## config.mk

```make
export PLATFORM = sky130hd
export DESIGN_NAME = its_timer_status
export DESIGN_NICKNAME = d
export VERILOG_FILES = /design/src/core/its_timer_status.v
export VERILOG_INCLUDE_DIRS = /design/src /design/src/core
export SDC_FILE = /design/constraint.sdc
export NUM_CORES = 1
export LEC_CHECK = 0
export ABC_AREA = 1
export BUFFER_PORTS_ARGS = -buffer_cell sky130_fd_sc_hd__buf_2
export CORE_MARGIN = 8
export CORE_UTILIZATION = 55
export DETAILED_ROUTE_END_ITERATION = 8
export HOLD_SLACK_MARGIN = 0.15
export PLACE_DENSITY_LB_ADDON = 0.05
export SLEW_MARGIN = 25
export SYNTH_ARGS = -nofsm -noshare
export SYNTH_HDL_FRONTEND = slang
export SYNTH_SLANG_ARGS = --single-unit
```

## constraint.sdc

```tcl
create_clock -name clk_in -period 12.3 [get_ports clk_in]
set_clock_uncertainty 0.2 [all_clocks]
set_input_delay 0.615 -clock clk_in [delete_from_list [all_inputs] [get_ports clk_in]]
set_output_delay 0.615 -clock clk_in [all_outputs]
set_load 0.005 [all_outputs]
```

## src/core/its_map.vh

```
// Register map and constants of the interval timer and event status block
// Assumes a 32-bit AHB-Lite bus; register byte address is four times its index
`ifndef ITS_MAP_VH
`define ITS_MAP_VH

// Register indices (byte address = index * 4)
`define ITS_IDX_IRQ_CTRL   10'h1e3
`define ITS_IDX_MASK       10'h1e4
`define ITS_IDX_STATUS     10'h1e5
`define ITS_IDX_TCTRL      10'h1e6
`define ITS_IDX_RELOAD0    10'h1f0
`define ITS_IDX_RELOAD1    10'h1f1
`define ITS_IDX_RELOAD2    10'h1f2
`define ITS_IDX_TMODE      10'h1f3

// Event status and mask bit positions
`define ITS_BIT_PERR       4
`define ITS_BIT_SERR       3
`define ITS_BIT_TC2        2
`define ITS_BIT_TC1        1
`define ITS_BIT_TC0        0
`define ITS_EVT_W          5

// Interrupt control register
`define ITS_BIT_GIE        4

// Timer control register bit positions
`define ITS_BIT_GATE0      5
`define ITS_BIT_CASCADE    4
`define ITS_BIT_T1SRC      3
`define ITS_BIT_T0SRC      2

// Timer mode register: binary/decimal bit, stored only
`define ITS_BIT_BCD        0

// Reset values
`define ITS_RST_STATUS     5'h00
`define ITS_RST_TCTRL      8'h00
`define ITS_RST_MASK       5'h00
`define ITS_RST_IRQ_CTRL   8'h00
`define ITS_RST_RELOAD     16'h0000

// Internal timer clock divider
`define ITS_DIV_RATIO      8
`define ITS_DIV_W          3

// Counter terminal values
`define ITS_CNT_ONE        16'h0001

`endif

```

## src/core/its_timer_status.v

```verilog
// Three 16-bit interval timers, cascade option, sticky event status, AHB-Lite slave
// Assumes one 250 MHz clock; all inputs synchronous to it apart from the
// external timer clocks and error pins, which are resynchronised here.
// Register words sit at four times their index on the bus.
// Timer outputs idle high and drop low for the last count.
//
// Function
// [RULE1] Parity error assertion sets status bit 4
// [RULE2] System error assertion sets status bit 3
// [RULE3] Timer output rising edges set bits 2..0
// [RULE4] Writing one clears bit, zero no effect
// [RULE5] Timer status stays set until cleared
// [RULE6] Status latches regardless of mask settings
// [RULE7] Software writes zero to reserved bits
// [RULE8] Control bits 7..5 drive timer gates
// [RULE9] Control bit 4 zero cascades timers 1,2
// [RULE10] Control bit 3 picks timer 1 clock
// [RULE11] Control bit 2 picks timer 0 clock
// [RULE12] Internal timer clock is clock divided eight
// [RULE13] Three binary 16-bit timers, decimal bit ignored
// [RULE14] Cascade: timer 1 output clocks timer 2
// [RULE15] Timer 2 uses internal clock unless cascaded
// [RULE16] Cascade low timer full range is advisory
// [RULE17] Mask bit gates each source onto interrupt
// [RULE18] Global enable bit gates interrupt output
// [RULE19] Reset clears status and control bits
// [RULE20] External and error inputs synchronised first
`timescale 1ns/1ps
`include "its_map.vh"

module its_timer_status #(
    parameter TMR_W = 16
) (
    // Clock and reset
    input  wire        clk_in,
    input  wire        resetn_in,

    // AHB-Lite slave
    input  wire        hsel_in,
    input  wire [31:0] haddr_in,
    input  wire [1:0]  htrans_in,
    input  wire        hwrite_in,
    input  wire [2:0]  hsize_in,
    input  wire [31:0] hwdata_in,
    input  wire        hready_in,
    output reg  [31:0] hrdata_out,
    output reg         hreadyout_out,
    output reg         hresp_out,

    // External timer clocks and bus error pins
    input  wire        ext_clock_in_0_in,
    input  wire        ext_clock_in_1_in,
    input  wire        perr_n_in,
    input  wire        serr_n_in,

    // Timer outputs and interrupt
    output reg  [2:0]  timer_out,
    output reg         irq_out
);

    // Reset release synchroniser
    // Assert at once, release retimed through two flops
    // Everything below resets from the retimed copy
    reg [1:0] rst_sync_reg;
    wire      rst_n;

    always @(posedge clk_in or negedge resetn_in) begin
        if (!resetn_in)
            rst_sync_reg <= 2'b00;
        else
            rst_sync_reg <= {rst_sync_reg[0], 1'b1};
    end
    // Retimed reset for all other registers
    assign rst_n = rst_sync_reg[1];

    // Event status and its next value
    // Reserved upper bits are not stored, so read as zero
    reg [`ITS_EVT_W-1:0] status_reg;
    reg [`ITS_EVT_W-1:0] status_next;

    // Control registers
    reg [`ITS_EVT_W-1:0] mask_reg;
    reg [7:0]            irq_ctrl_reg;
    reg [7:0]            tctrl_reg;
    reg [7:0]            tmode_reg;

    // Reload values and counter restart strobes
    reg [3*TMR_W-1:0]    reload_reg;
    reg [2:0]            load_pulse_reg;

    // Address phase capture
    // Index of a write waiting for its data phase
    reg        wr_pend_reg;
    reg [9:0]  wr_idx_reg;
    wire       take;
    wire [9:0] idx;

    // A transfer is taken when selected, active and ready
    assign take = hsel_in & htrans_in[1] & hready_in;
    assign idx  = haddr_in[11:2];

    // Input synchronisers: ext0, ext1, perr, serr
    // Error pins inverted here: a one means the pin was low
    // Only the second stage is read; the first may be metastable
    reg [3:0] sync1_reg;
    reg [3:0] sync2_reg;
    reg [1:0] ext_d_reg;
    wire [3:0] in_raw;

    // Raw pins, active high
    assign in_raw = {~serr_n_in, ~perr_n_in, ext_clock_in_1_in, ext_clock_in_0_in};

    always @(posedge clk_in or negedge rst_n) begin
        if (!rst_n) begin
            sync1_reg <= 4'h0;
            sync2_reg <= 4'h0;
            ext_d_reg <= 2'b00;
        end else begin
            sync1_reg <= in_raw;            // RULE20
            sync2_reg <= sync1_reg;
            ext_d_reg <= sync2_reg[1:0];
        end
    end

    // Rising edges of the synchronised external clocks
    wire [1:0] ext_rise;
    assign ext_rise = sync2_reg[1:0] & ~ext_d_reg; // RULE20

    // Internal timer clock enable, one pulse every eighth cycle
    // Registered tick, one cycle after the count reaches seven
    // Period stays exactly eight, so timing is unaffected
    reg [`ITS_DIV_W-1:0] div_reg;
    reg                  div_tick_reg;

    always @(posedge clk_in or negedge rst_n) begin
        if (!rst_n) begin
            div_reg      <= {`ITS_DIV_W{1'b0}};
            div_tick_reg <= 1'b0;
        end else begin
            div_reg      <= div_reg + 1'b1;  // RULE12
            div_tick_reg <= (div_reg == `ITS_DIV_RATIO - 1);
        end
    end

    // Timer clock enable selection
    // Timer 2 never takes an external clock
    reg  [2:0] out_d_reg;
    wire [2:0] out_rise;
    wire [2:0] tick;
    wire [2:0] gate;
    wire [2:0] step;
    wire [2:0] out_val;

    // Timer output rises, gate and tick per timer
    assign out_rise = timer_out & ~out_d_reg;
    assign gate     = tctrl_reg[`ITS_BIT_GATE0+2:`ITS_BIT_GATE0];          // RULE8
    assign tick[0]  = tctrl_reg[`ITS_BIT_T0SRC] ? div_tick_reg : ext_rise[0]; // RULE11
    assign tick[1]  = tctrl_reg[`ITS_BIT_T1SRC] ? div_tick_reg : ext_rise[1]; // RULE10
    assign tick[2]  = tctrl_reg[`ITS_BIT_CASCADE] ? div_tick_reg           // RULE9 RULE15
                                                  : out_rise[1];            // RULE14

    // Counters: binary down count, reload at one, output low for one count
    wire [3*TMR_W-1:0] cnt_all;

    // Next count: wrap to the reload value at one, else step down
    // Reload value zero wraps through the full range
    function [TMR_W-1:0] its_cnt_next;
        input [TMR_W-1:0] cur;
        input [TMR_W-1:0] rld_val;
        begin
            if (cur == `ITS_CNT_ONE)
                its_cnt_next = rld_val;
            else
                its_cnt_next = cur - 1'b1;
        end
    endfunction

    // One counter per timer
    genvar g;
    generate
        for (g = 0; g < 3; g = g + 1) begin : tmr
            // Count, its reload value and next value
            reg  [TMR_W-1:0] cnt_reg;
            wire [TMR_W-1:0] rld;
            wire [TMR_W-1:0] cnt_nx;

            assign rld        = reload_reg[g*TMR_W +: TMR_W];
            assign cnt_nx     = its_cnt_next(cnt_reg, rld);
            assign cnt_all[g*TMR_W +: TMR_W] = cnt_reg;

            // Counting tick only while the gate is high
            assign step[g]    = tick[g] & gate[g];                  // RULE8
            // Output falls as the count reaches one
            assign out_val[g] = (cnt_nx != `ITS_CNT_ONE);

            // Binary counting only; decimal mode bit is not consulted
            always @(posedge clk_in or negedge rst_n) begin
                if (!rst_n)
                    cnt_reg <= `ITS_RST_RELOAD;
                else if (load_pulse_reg[g])
                    cnt_reg <= rld;
                else if (step[g])
                    cnt_reg <= cnt_nx;                              // RULE13
            end
        end
    endgenerate

    // Timer outputs in one register, so each bit has one driver
    // A restart forces high; a tick follows the count
    always @(posedge clk_in or negedge rst_n) begin
        if (!rst_n)
            timer_out <= 3'b111;
        else
            timer_out <= load_pulse_reg | (step & out_val) | (~step & timer_out); // RULE13
    end

    // Previous timer outputs for edge detection
    // Reset value matches the idle high outputs, so no false edge
    always @(posedge clk_in or negedge rst_n) begin
        if (!rst_n)
            out_d_reg <= 3'b111;
        else
            out_d_reg <= timer_out;
    end

    // Event sources and write-one-to-clear
    // A new event in the clearing cycle survives the clear
    reg  [`ITS_EVT_W-1:0] clr;
    wire [`ITS_EVT_W-1:0] evt_set;

    // Pending write aimed at one register index
    function its_wr_hit;
        input       pend;
        input [9:0] widx;
        input [9:0] want;
        begin
            its_wr_hit = pend && (widx == want);
        end
    endfunction

    // Error levels and timer output rises
    assign evt_set = {sync2_reg[2],       // RULE1
                      sync2_reg[3],       // RULE2
                      out_rise};          // RULE3

    always @* begin
        clr = {`ITS_EVT_W{1'b0}};
        if (its_wr_hit(wr_pend_reg, wr_idx_reg, `ITS_IDX_STATUS))
            clr = hwdata_in[`ITS_EVT_W-1:0];                  // RULE4
        // Set wins over clear; mask not involved
        status_next = (status_reg & ~clr) | evt_set;          // RULE5 RULE6
    end

    // Register writes in the data phase
    // hwdata stands in the cycle after the captured address phase
    // Reload writes also restart the matching counter
    always @(posedge clk_in or negedge rst_n) begin
        if (!rst_n) begin
            status_reg     <= `ITS_RST_STATUS;               // RULE19
            tctrl_reg      <= `ITS_RST_TCTRL;                // RULE19
            mask_reg       <= `ITS_RST_MASK;
            irq_ctrl_reg   <= `ITS_RST_IRQ_CTRL;
            tmode_reg      <= 8'h00;
            reload_reg     <= {3{`ITS_RST_RELOAD}};
            load_pulse_reg <= 3'b000;
        end else begin
            status_reg     <= status_next;
            load_pulse_reg <= 3'b000;
            if (wr_pend_reg) begin
                case (wr_idx_reg)
                    `ITS_IDX_TCTRL:    tctrl_reg    <= hwdata_in[7:0];
                    `ITS_IDX_MASK:     mask_reg     <= hwdata_in[`ITS_EVT_W-1:0];
                    `ITS_IDX_IRQ_CTRL: irq_ctrl_reg <= hwdata_in[7:0];
                    `ITS_IDX_TMODE:    tmode_reg    <= hwdata_in[7:0]; // RULE13
                    `ITS_IDX_RELOAD0: begin
                        reload_reg[0*TMR_W +: TMR_W] <= hwdata_in[TMR_W-1:0];
                        load_pulse_reg[0]            <= 1'b1;
                    end
                    `ITS_IDX_RELOAD1: begin
                        reload_reg[1*TMR_W +: TMR_W] <= hwdata_in[TMR_W-1:0];
                        load_pulse_reg[1]            <= 1'b1;
                    end
                    `ITS_IDX_RELOAD2: begin
                        reload_reg[2*TMR_W +: TMR_W] <= hwdata_in[TMR_W-1:0];
                        load_pulse_reg[2]            <= 1'b1;
                    end
                    default: ;
                endcase
            end
        end
    end

    // Read mux
    // Selected from the address phase, so data leaves with no wait state
    // Reload indices read the running count, not the reload value
    reg [31:0] rd_mux;

    always @* begin
        rd_mux = 32'h0000_0000;
        case (idx)
            `ITS_IDX_STATUS:   rd_mux[`ITS_EVT_W-1:0] = status_reg;   // RULE1 RULE2
            `ITS_IDX_MASK:     rd_mux[`ITS_EVT_W-1:0] = mask_reg;
            `ITS_IDX_IRQ_CTRL: rd_mux[7:0]            = irq_ctrl_reg;
            `ITS_IDX_TCTRL:    rd_mux[7:0]            = tctrl_reg;
            `ITS_IDX_TMODE:    rd_mux[7:0]            = tmode_reg;
            `ITS_IDX_RELOAD0:  rd_mux[TMR_W-1:0]      = cnt_all[0*TMR_W +: TMR_W];
            `ITS_IDX_RELOAD1:  rd_mux[TMR_W-1:0]      = cnt_all[1*TMR_W +: TMR_W];
            `ITS_IDX_RELOAD2:  rd_mux[TMR_W-1:0]      = cnt_all[2*TMR_W +: TMR_W];
            default:           rd_mux                 = 32'h0000_0000;
        endcase
    end

    // Bus slave: zero wait states, always OKAY
    // Size is not checked; every register is one whole word
    // Unmapped indices read zero and ignore writes
    always @(posedge clk_in or negedge rst_n) begin
        if (!rst_n) begin
            wr_pend_reg   <= 1'b0;
            wr_idx_reg    <= 10'h000;
            hrdata_out    <= 32'h0000_0000;
            hreadyout_out <= 1'b1;
            hresp_out     <= 1'b0;
        end else begin
            hreadyout_out <= 1'b1;
            hresp_out     <= 1'b0;
            if (hready_in) begin
                wr_pend_reg <= take & hwrite_in;
                wr_idx_reg  <= idx;
                if (take & ~hwrite_in)
                    hrdata_out <= rd_mux;
            end
        end
    end

    // Interrupt output
    // Uses the next status, so it rises with the status bit itself
    // Mask and global enable gate only this pin, never the status
    always @(posedge clk_in or negedge rst_n) begin
        if (!rst_n)
            irq_out <= 1'b0;
        else
            irq_out <= irq_ctrl_reg[`ITS_BIT_GIE] &           // RULE18
                       (|(status_next & mask_reg));            // RULE17
    end

endmodule

```

Word-level counts from Yosys, hierarchy flattened
Index checks and enable logic that the tools add are counted.
- mux-type cells: 20
- bitwise operators: 24
- multiply operators: 0
- div/mod/pow operators: 0
- $add $sub $neg: 4
- $lt $le $gt $ge: 0
- equality and inequality tests: 23
- reductions and logical operators: 13
- shift-type cells: 0
- operators by type and width (operator ; count):
    $eq A10 B9 Y1 const B ; 16
    $mux W16 ; 9
    $eq A16 B1 Y1 const B ; 3
    $ne A16 B1 Y1 const B ; 3
    $sub A16 B1 Y16 const B ; 3
    $pmux W5 S8 ; 1
    $pmux W8 S3 ; 1
    $pmux W3 S6 ; 1
    $reduce_and A2 Y1 ; 8
    $and A5 B5 Y5 ; 2
    $and A3 B3 Y3 ; 3
    $and A1 B1 Y1 ; 8
    $mux W1 ; 6
    $not A3 Y3 ; 2
    $or A3 B3 Y3 ; 2
    $reduce_bool A2 Y1 ; 3
    $mux W5 ; 1
    $not A5 Y5 ; 1
    $or A5 B5 Y5 ; 1
    $reduce_or A5 Y1 ; 1
    $add A3 B1 Y3 const B ; 1
    $eq A3 B3 Y1 const B ; 1
    $mux W3 ; 1
    $not A1 Y1 ; 3
    3 further kinds ; 3
- memories kept: 0
- output and inout bits: 38
- logic and storage cells: 108
- flip-flop bits (word level): 183
- RAM bits: 0
- latch bits: 0
- ROM bits: 0
- input bits: 78

Longest topological paths before layout
- depth after elaboration: 9
- gate-level depth with buffers: 14

Worst setup path after synthesis
No wires, ideal clock.
- kind: input-to-reg
- from: input port haddr_in[5]
- to: register hrdata_out[8]
- stages on the path: 9
- data arrival time: 1.678 ns
- setup slack: 10.357 ns
- buffers on the path: 1
- cell sequence: inv_1 -> nand2_1 -> nor2_1 -> nand3_1 -> nor2_2 -> buf_4 -> nand2_1 -> o221ai_1 -> a22o_1
- cells in the longest elaborated chain, start to end: 2
- elaborated cells between the ends (all ways): 4
- classes of those cells: eq/ne (3); mux (1)
- RTL lines (element ; RTL line ; source):
    from (decl) ; its_timer_status.v:40 ; input wire [31:0] haddr_in,
    $eq A10 B9 Y1 ; its_timer_status.v:300 ; case (idx)
    $pmux W8 S3 * ; its_timer_status.v:300 ;
    to (signal assigned) ; its_timer_status.v:330 ; hrdata_out <= rd_mux;
    to (decl) ; its_timer_status.v:46 ; output reg [31:0] hrdata_out,
Every way passes the cells marked *; elsewhere a longest branch is shown, timed or not.
A chain may end at the register's enable or synchronous reset.

Worst setup path after layout
- from: register timer_out[1]
- to: register timer_out[2]
- cells in the longest elaborated chain, start to end: 6
- elaborated cells between the ends (all ways): 8
- classes of those cells: mux (1); bitwise (7)
- RTL lines (element ; RTL line ; source):
    from (decl) ; its_timer_status.v:57 ; output reg [2:0] timer_out,
    from (signal assigned) ; its_timer_status.v:214 ; timer_out <= load_pulse_reg | (step & out_val) | (~step & timer_out);
    $and A3 B3 Y3 * ; its_timer_status.v:155 ; assign out_rise = timer_out & ~out_d_reg;
    $mux W1 * ; its_timer_status.v:159 ; assign tick[2] = tctrl_reg[`ITS_BIT_CASCADE] ? div_tick_reg
    $and A1 B1 Y1 * ; its_timer_status.v:192 ; assign step[g] = tick[g] & gate[g];
    $and A3 B3 Y3 / $not A3 Y3 (equally long branches) ; its_timer_status.v:214 ;
    $or A3 B3 Y3 / $and A3 B3 Y3 (equally long branches) ; its_timer_status.v:214 ;
    $or A3 B3 Y3 * ; its_timer_status.v:214 ;
Marks and branches as above.

==> results.py <==
metrics = {
    "synthesis": {
        "synth-simple-area-share_pct": 29.3,
        "synth_most_common_cell": "nand2_1",
        "netlist_instances": 1317,
        "synth_xor_area_share_pct": 0.526,
        "synth_top_area_share_pct": 44.3,
        "synth-compound-area-share_pct": 13.5,
        "synth_cell_types": 43,
        "synth_top_area_cell": "dfrtp_1",
        "synthArstFlopShare_pct": 100,
        "synth_edf_count": 0,
        "synth_top_family_by_area": "simple AND/OR/NAND/NOR gates",
        "yosys_warnings": 0,
        "syn_avg_cell_area_um2": 7.58,
        "yosys_register_bits": 183,
        "ys_seq_area_share_pct": 45.9,
        "yosys_most_used_dff": "dfrtp_1",
        "synth_common_cells": "nand2_1 (405), dfrtp_1 (177), inv_1 (164)",
        "ys_top_cells_by_area": "dfrtp_1 (44%), nand2_1 (15%), inv_1 (6.2%)",
        "synth_area_um2": 9990,
        "synth-adder-area-share_pct": 1.00,
        "synthMuxAreaShare_pct": 0.338,
    },
    "clock_network": {
        "clockRootBuffer": "clkbuf_16",
        "clock-sinks": 183,
        "numCtsBuffers": 17,
        "post_cts.repair.setup_buffers": 0,
        "path_clk_slew_ns": 0.08,
        "htree_levels": 4,
        "clockBufferDepth": 2,
        "clk_latency_ns": 0.45,
        "tritoncts": "yes",
    },
    "final_layout": {
        "multi_input_area_um2": 4530,
        "fin_area_um2": 11000,
        "fin_util_pct": 61.6,
        "n_fill_cell": 1675,
        "fin_nets": 1459,
        "layout-drive-gt1-share_pct": 11.9,
        "seq_area_um2": 4590,
        "area_growth_pct": 10.4,
        "diodes": 0,
    },
    "route": {
        "drt_iter0_markers": 842,
        "postRouteAntennaNets": 0,
        "dr.pass1.iters": 5,
        "finalWirelength_mm": 28.6,
        "vias": 9029,
        "post_drt_wl_per_cell_um": 17.7,
        "drt-vias-per-instance": 5.59,
        "drc": 0,
    },
    "power_and_ir_drop": {
        "leakagePower_nw": 5.71,
        "cellPowerDensity_nw_per_um2": 194,
        "total_power_mw": 2.13,
        "peakVddDrop_v": 0.000111,
    },
    "place": {
        "io_buffers": 55,
        "place_area_um2": 10400,
        "place.detailed.hpwl_mm": 21.3,
        "gp_congestion": 0.941,
    },
    "sta": {
        "finalSetupViolations": 0,
        "fin_tns_setup_ns": 0,
        "fmax_mhz": 385,
        "worstMarginPinSlew_ns": 0.919,
        "slew_headroom_pct": 38.7,
        "hold_ws_ns": 0.132,
        "hold_viol_final": 0,
        "slew_violations": 0,
        "fin_crit_sh_pct": 21.1,
        "min_period_ns": 2.60,
        "rsz0062_at_grt": "no",
    },
    "run": {
        "max-cap-violations": 0,
    },
    "grt": {
        "grt_pass1_vias": 8548,
        "overflow": 0,
        "grt_pass1_wl_mm": 45.7,
        "grt_use_total_pct": 26.2,
        "antenna_found_initial": 0,
        "grt_max_degree": 79,
    },
    "die": {
        "die_w_um": 151,
        "die_y_um": 151,
        "start_util_pct": 55.8,
        "die_area_um2": 22700,
        "rows": 49,
        "core_area_um2": 17900,
        "io_pins": 116,
    },
    "worst_setup_path": {
        "cp.arrival_ns": 2.77,
        "critPathKind": "reg -> reg",
        "cp_data_required_time_ns": 12.47,
        "cp-start-kind": "flop",
        "cp_max_fo": 13,
        "crit_path_end_kind": "flop",
    },
    "worst_hold_path": {
        "hold_path.class": "reg -> async",
    },
    "outcome": {
        "status": "completed",
    },
}
[kinds of logic (layout without fill, tap and decap cells)]
| logic type | Yosys count | count (layout) |
|---|---|---|
| simple gates | 680 | 680 |
| buf+inv | 220 | 272 |
| compound gates | 215 | 215 |
| flops | 183 | 183 |
| fa+ha+maj | 8 | 8 |
| xor+xnor | 6 | 6 |
| mux | 3 | 3 |
| other cells | 2 | 19 |
[final cells by class]
| type | count | area share, % |
|---|---|---|
| clock buffer | 19 | 4.02 |
| clock inverter | 13 | 1.46 |
| inverter | 177 | 6.03 |
| multi-input combinational | 931 | 41.1 |
| sequential | 183 | 41.6 |
| tap | 229 | 2.60 |
| timing repair buffer | 63 | 3.19 |
[critical path, stage by stage (launching register included)]
cell	delay, ns
dfstp_2	0.56
inv_1	0.07
o21ai_0	0.35
nand3_1	0.61
nor2_1	0.25
nand2_1	0.10
nor2_1	0.10
nand3_1	0.07
nor2_1	0.16
nor2_1	0.06
[repair_timing]
item	CTS	global route
hold endpoints to repair	6	0
hold buffers	5	0
resized for setup	0	0
[metrics by stage]
step | std cells | setup WS [ns]
floorplan | 1334 | 6.63
global placement | 1578 | 9.49
detailed placement | 1578 | 9.47
CTS | 1615 | 9.45
global route | 1615 | 9.49
finish | 1615 | 9.70
[path summary, 6_finish.rpt]
| kind | end | slack, ns | start | depth (start not counted) |
|---|---|---|---|---|
| min | tmr[0].cnt_reg[5] | 0.13 | rst_sync_reg[1] | 0 |
| max | timer_out[2] | 9.70 | timer_out[1] | 9 |
| min in group clk_in | sync2_reg[2] | 0.15 | sync1_reg[2] | 0 |
| max in group asynchronous | hrdata_out[8] | 9.89 | rst_sync_reg[1] | 2 |
| max reg2reg | timer_out[2] | 9.70 | timer_out[1] | 9 |
| min reg2reg | tmr[0].cnt_reg[5] | 0.13 | rst_sync_reg[1] | 0 |
[where the power goes]
| group | internal [mW] | switching, mW | total, mW |
|---|---|---|---|
| Sequential | 0.680 | 0.115 | 0.795 |
| Clock | 0.296 | 0.263 | 0.559 |
| Combinational | 0.257 | 0.523 | 0.780 |
[layout by cell type, fill, tap and decap left out, drive strengths merged, types with 2 or more instances in the layout]
cell type / synthesis / layout
a221o: 2 / 2
nor2: 148 / 148
ha: 8 / 8
dfrtp: 177 / 177
buf: 31 / 58
o221ai: 31 / 31
o22ai: 19 / 19
dlygate4sd3: 0 / 5
nor3: 9 / 9
mux2: 3 / 3
nand4: 9 / 9
xor2: 6 / 6
nor4: 2 / 2
nand3b: 4 / 4
a221oi: 5 / 5
clkinv: 4 / 9
inv: 173 / 178
dfstp: 6 / 6
a21oi: 18 / 18
o211ai: 15 / 15
a211oi: 4 / 4
nand3: 93 / 93
conb: 2 / 19
nand2: 413 / 413
o21ai: 119 / 119
clkbuf: 12 / 19
clkinvlp: 0 / 2
[per-layer routing]
layer	share of wire, %	track usage, %	vias up
met5	0	0	-
met4	2.4	8.86	0
met3	6.2	5.23	47
met2	46	41.4	307
met1	45	35.4	4312
li1	-	-	4363
Power figures use the tool's default switching activity.
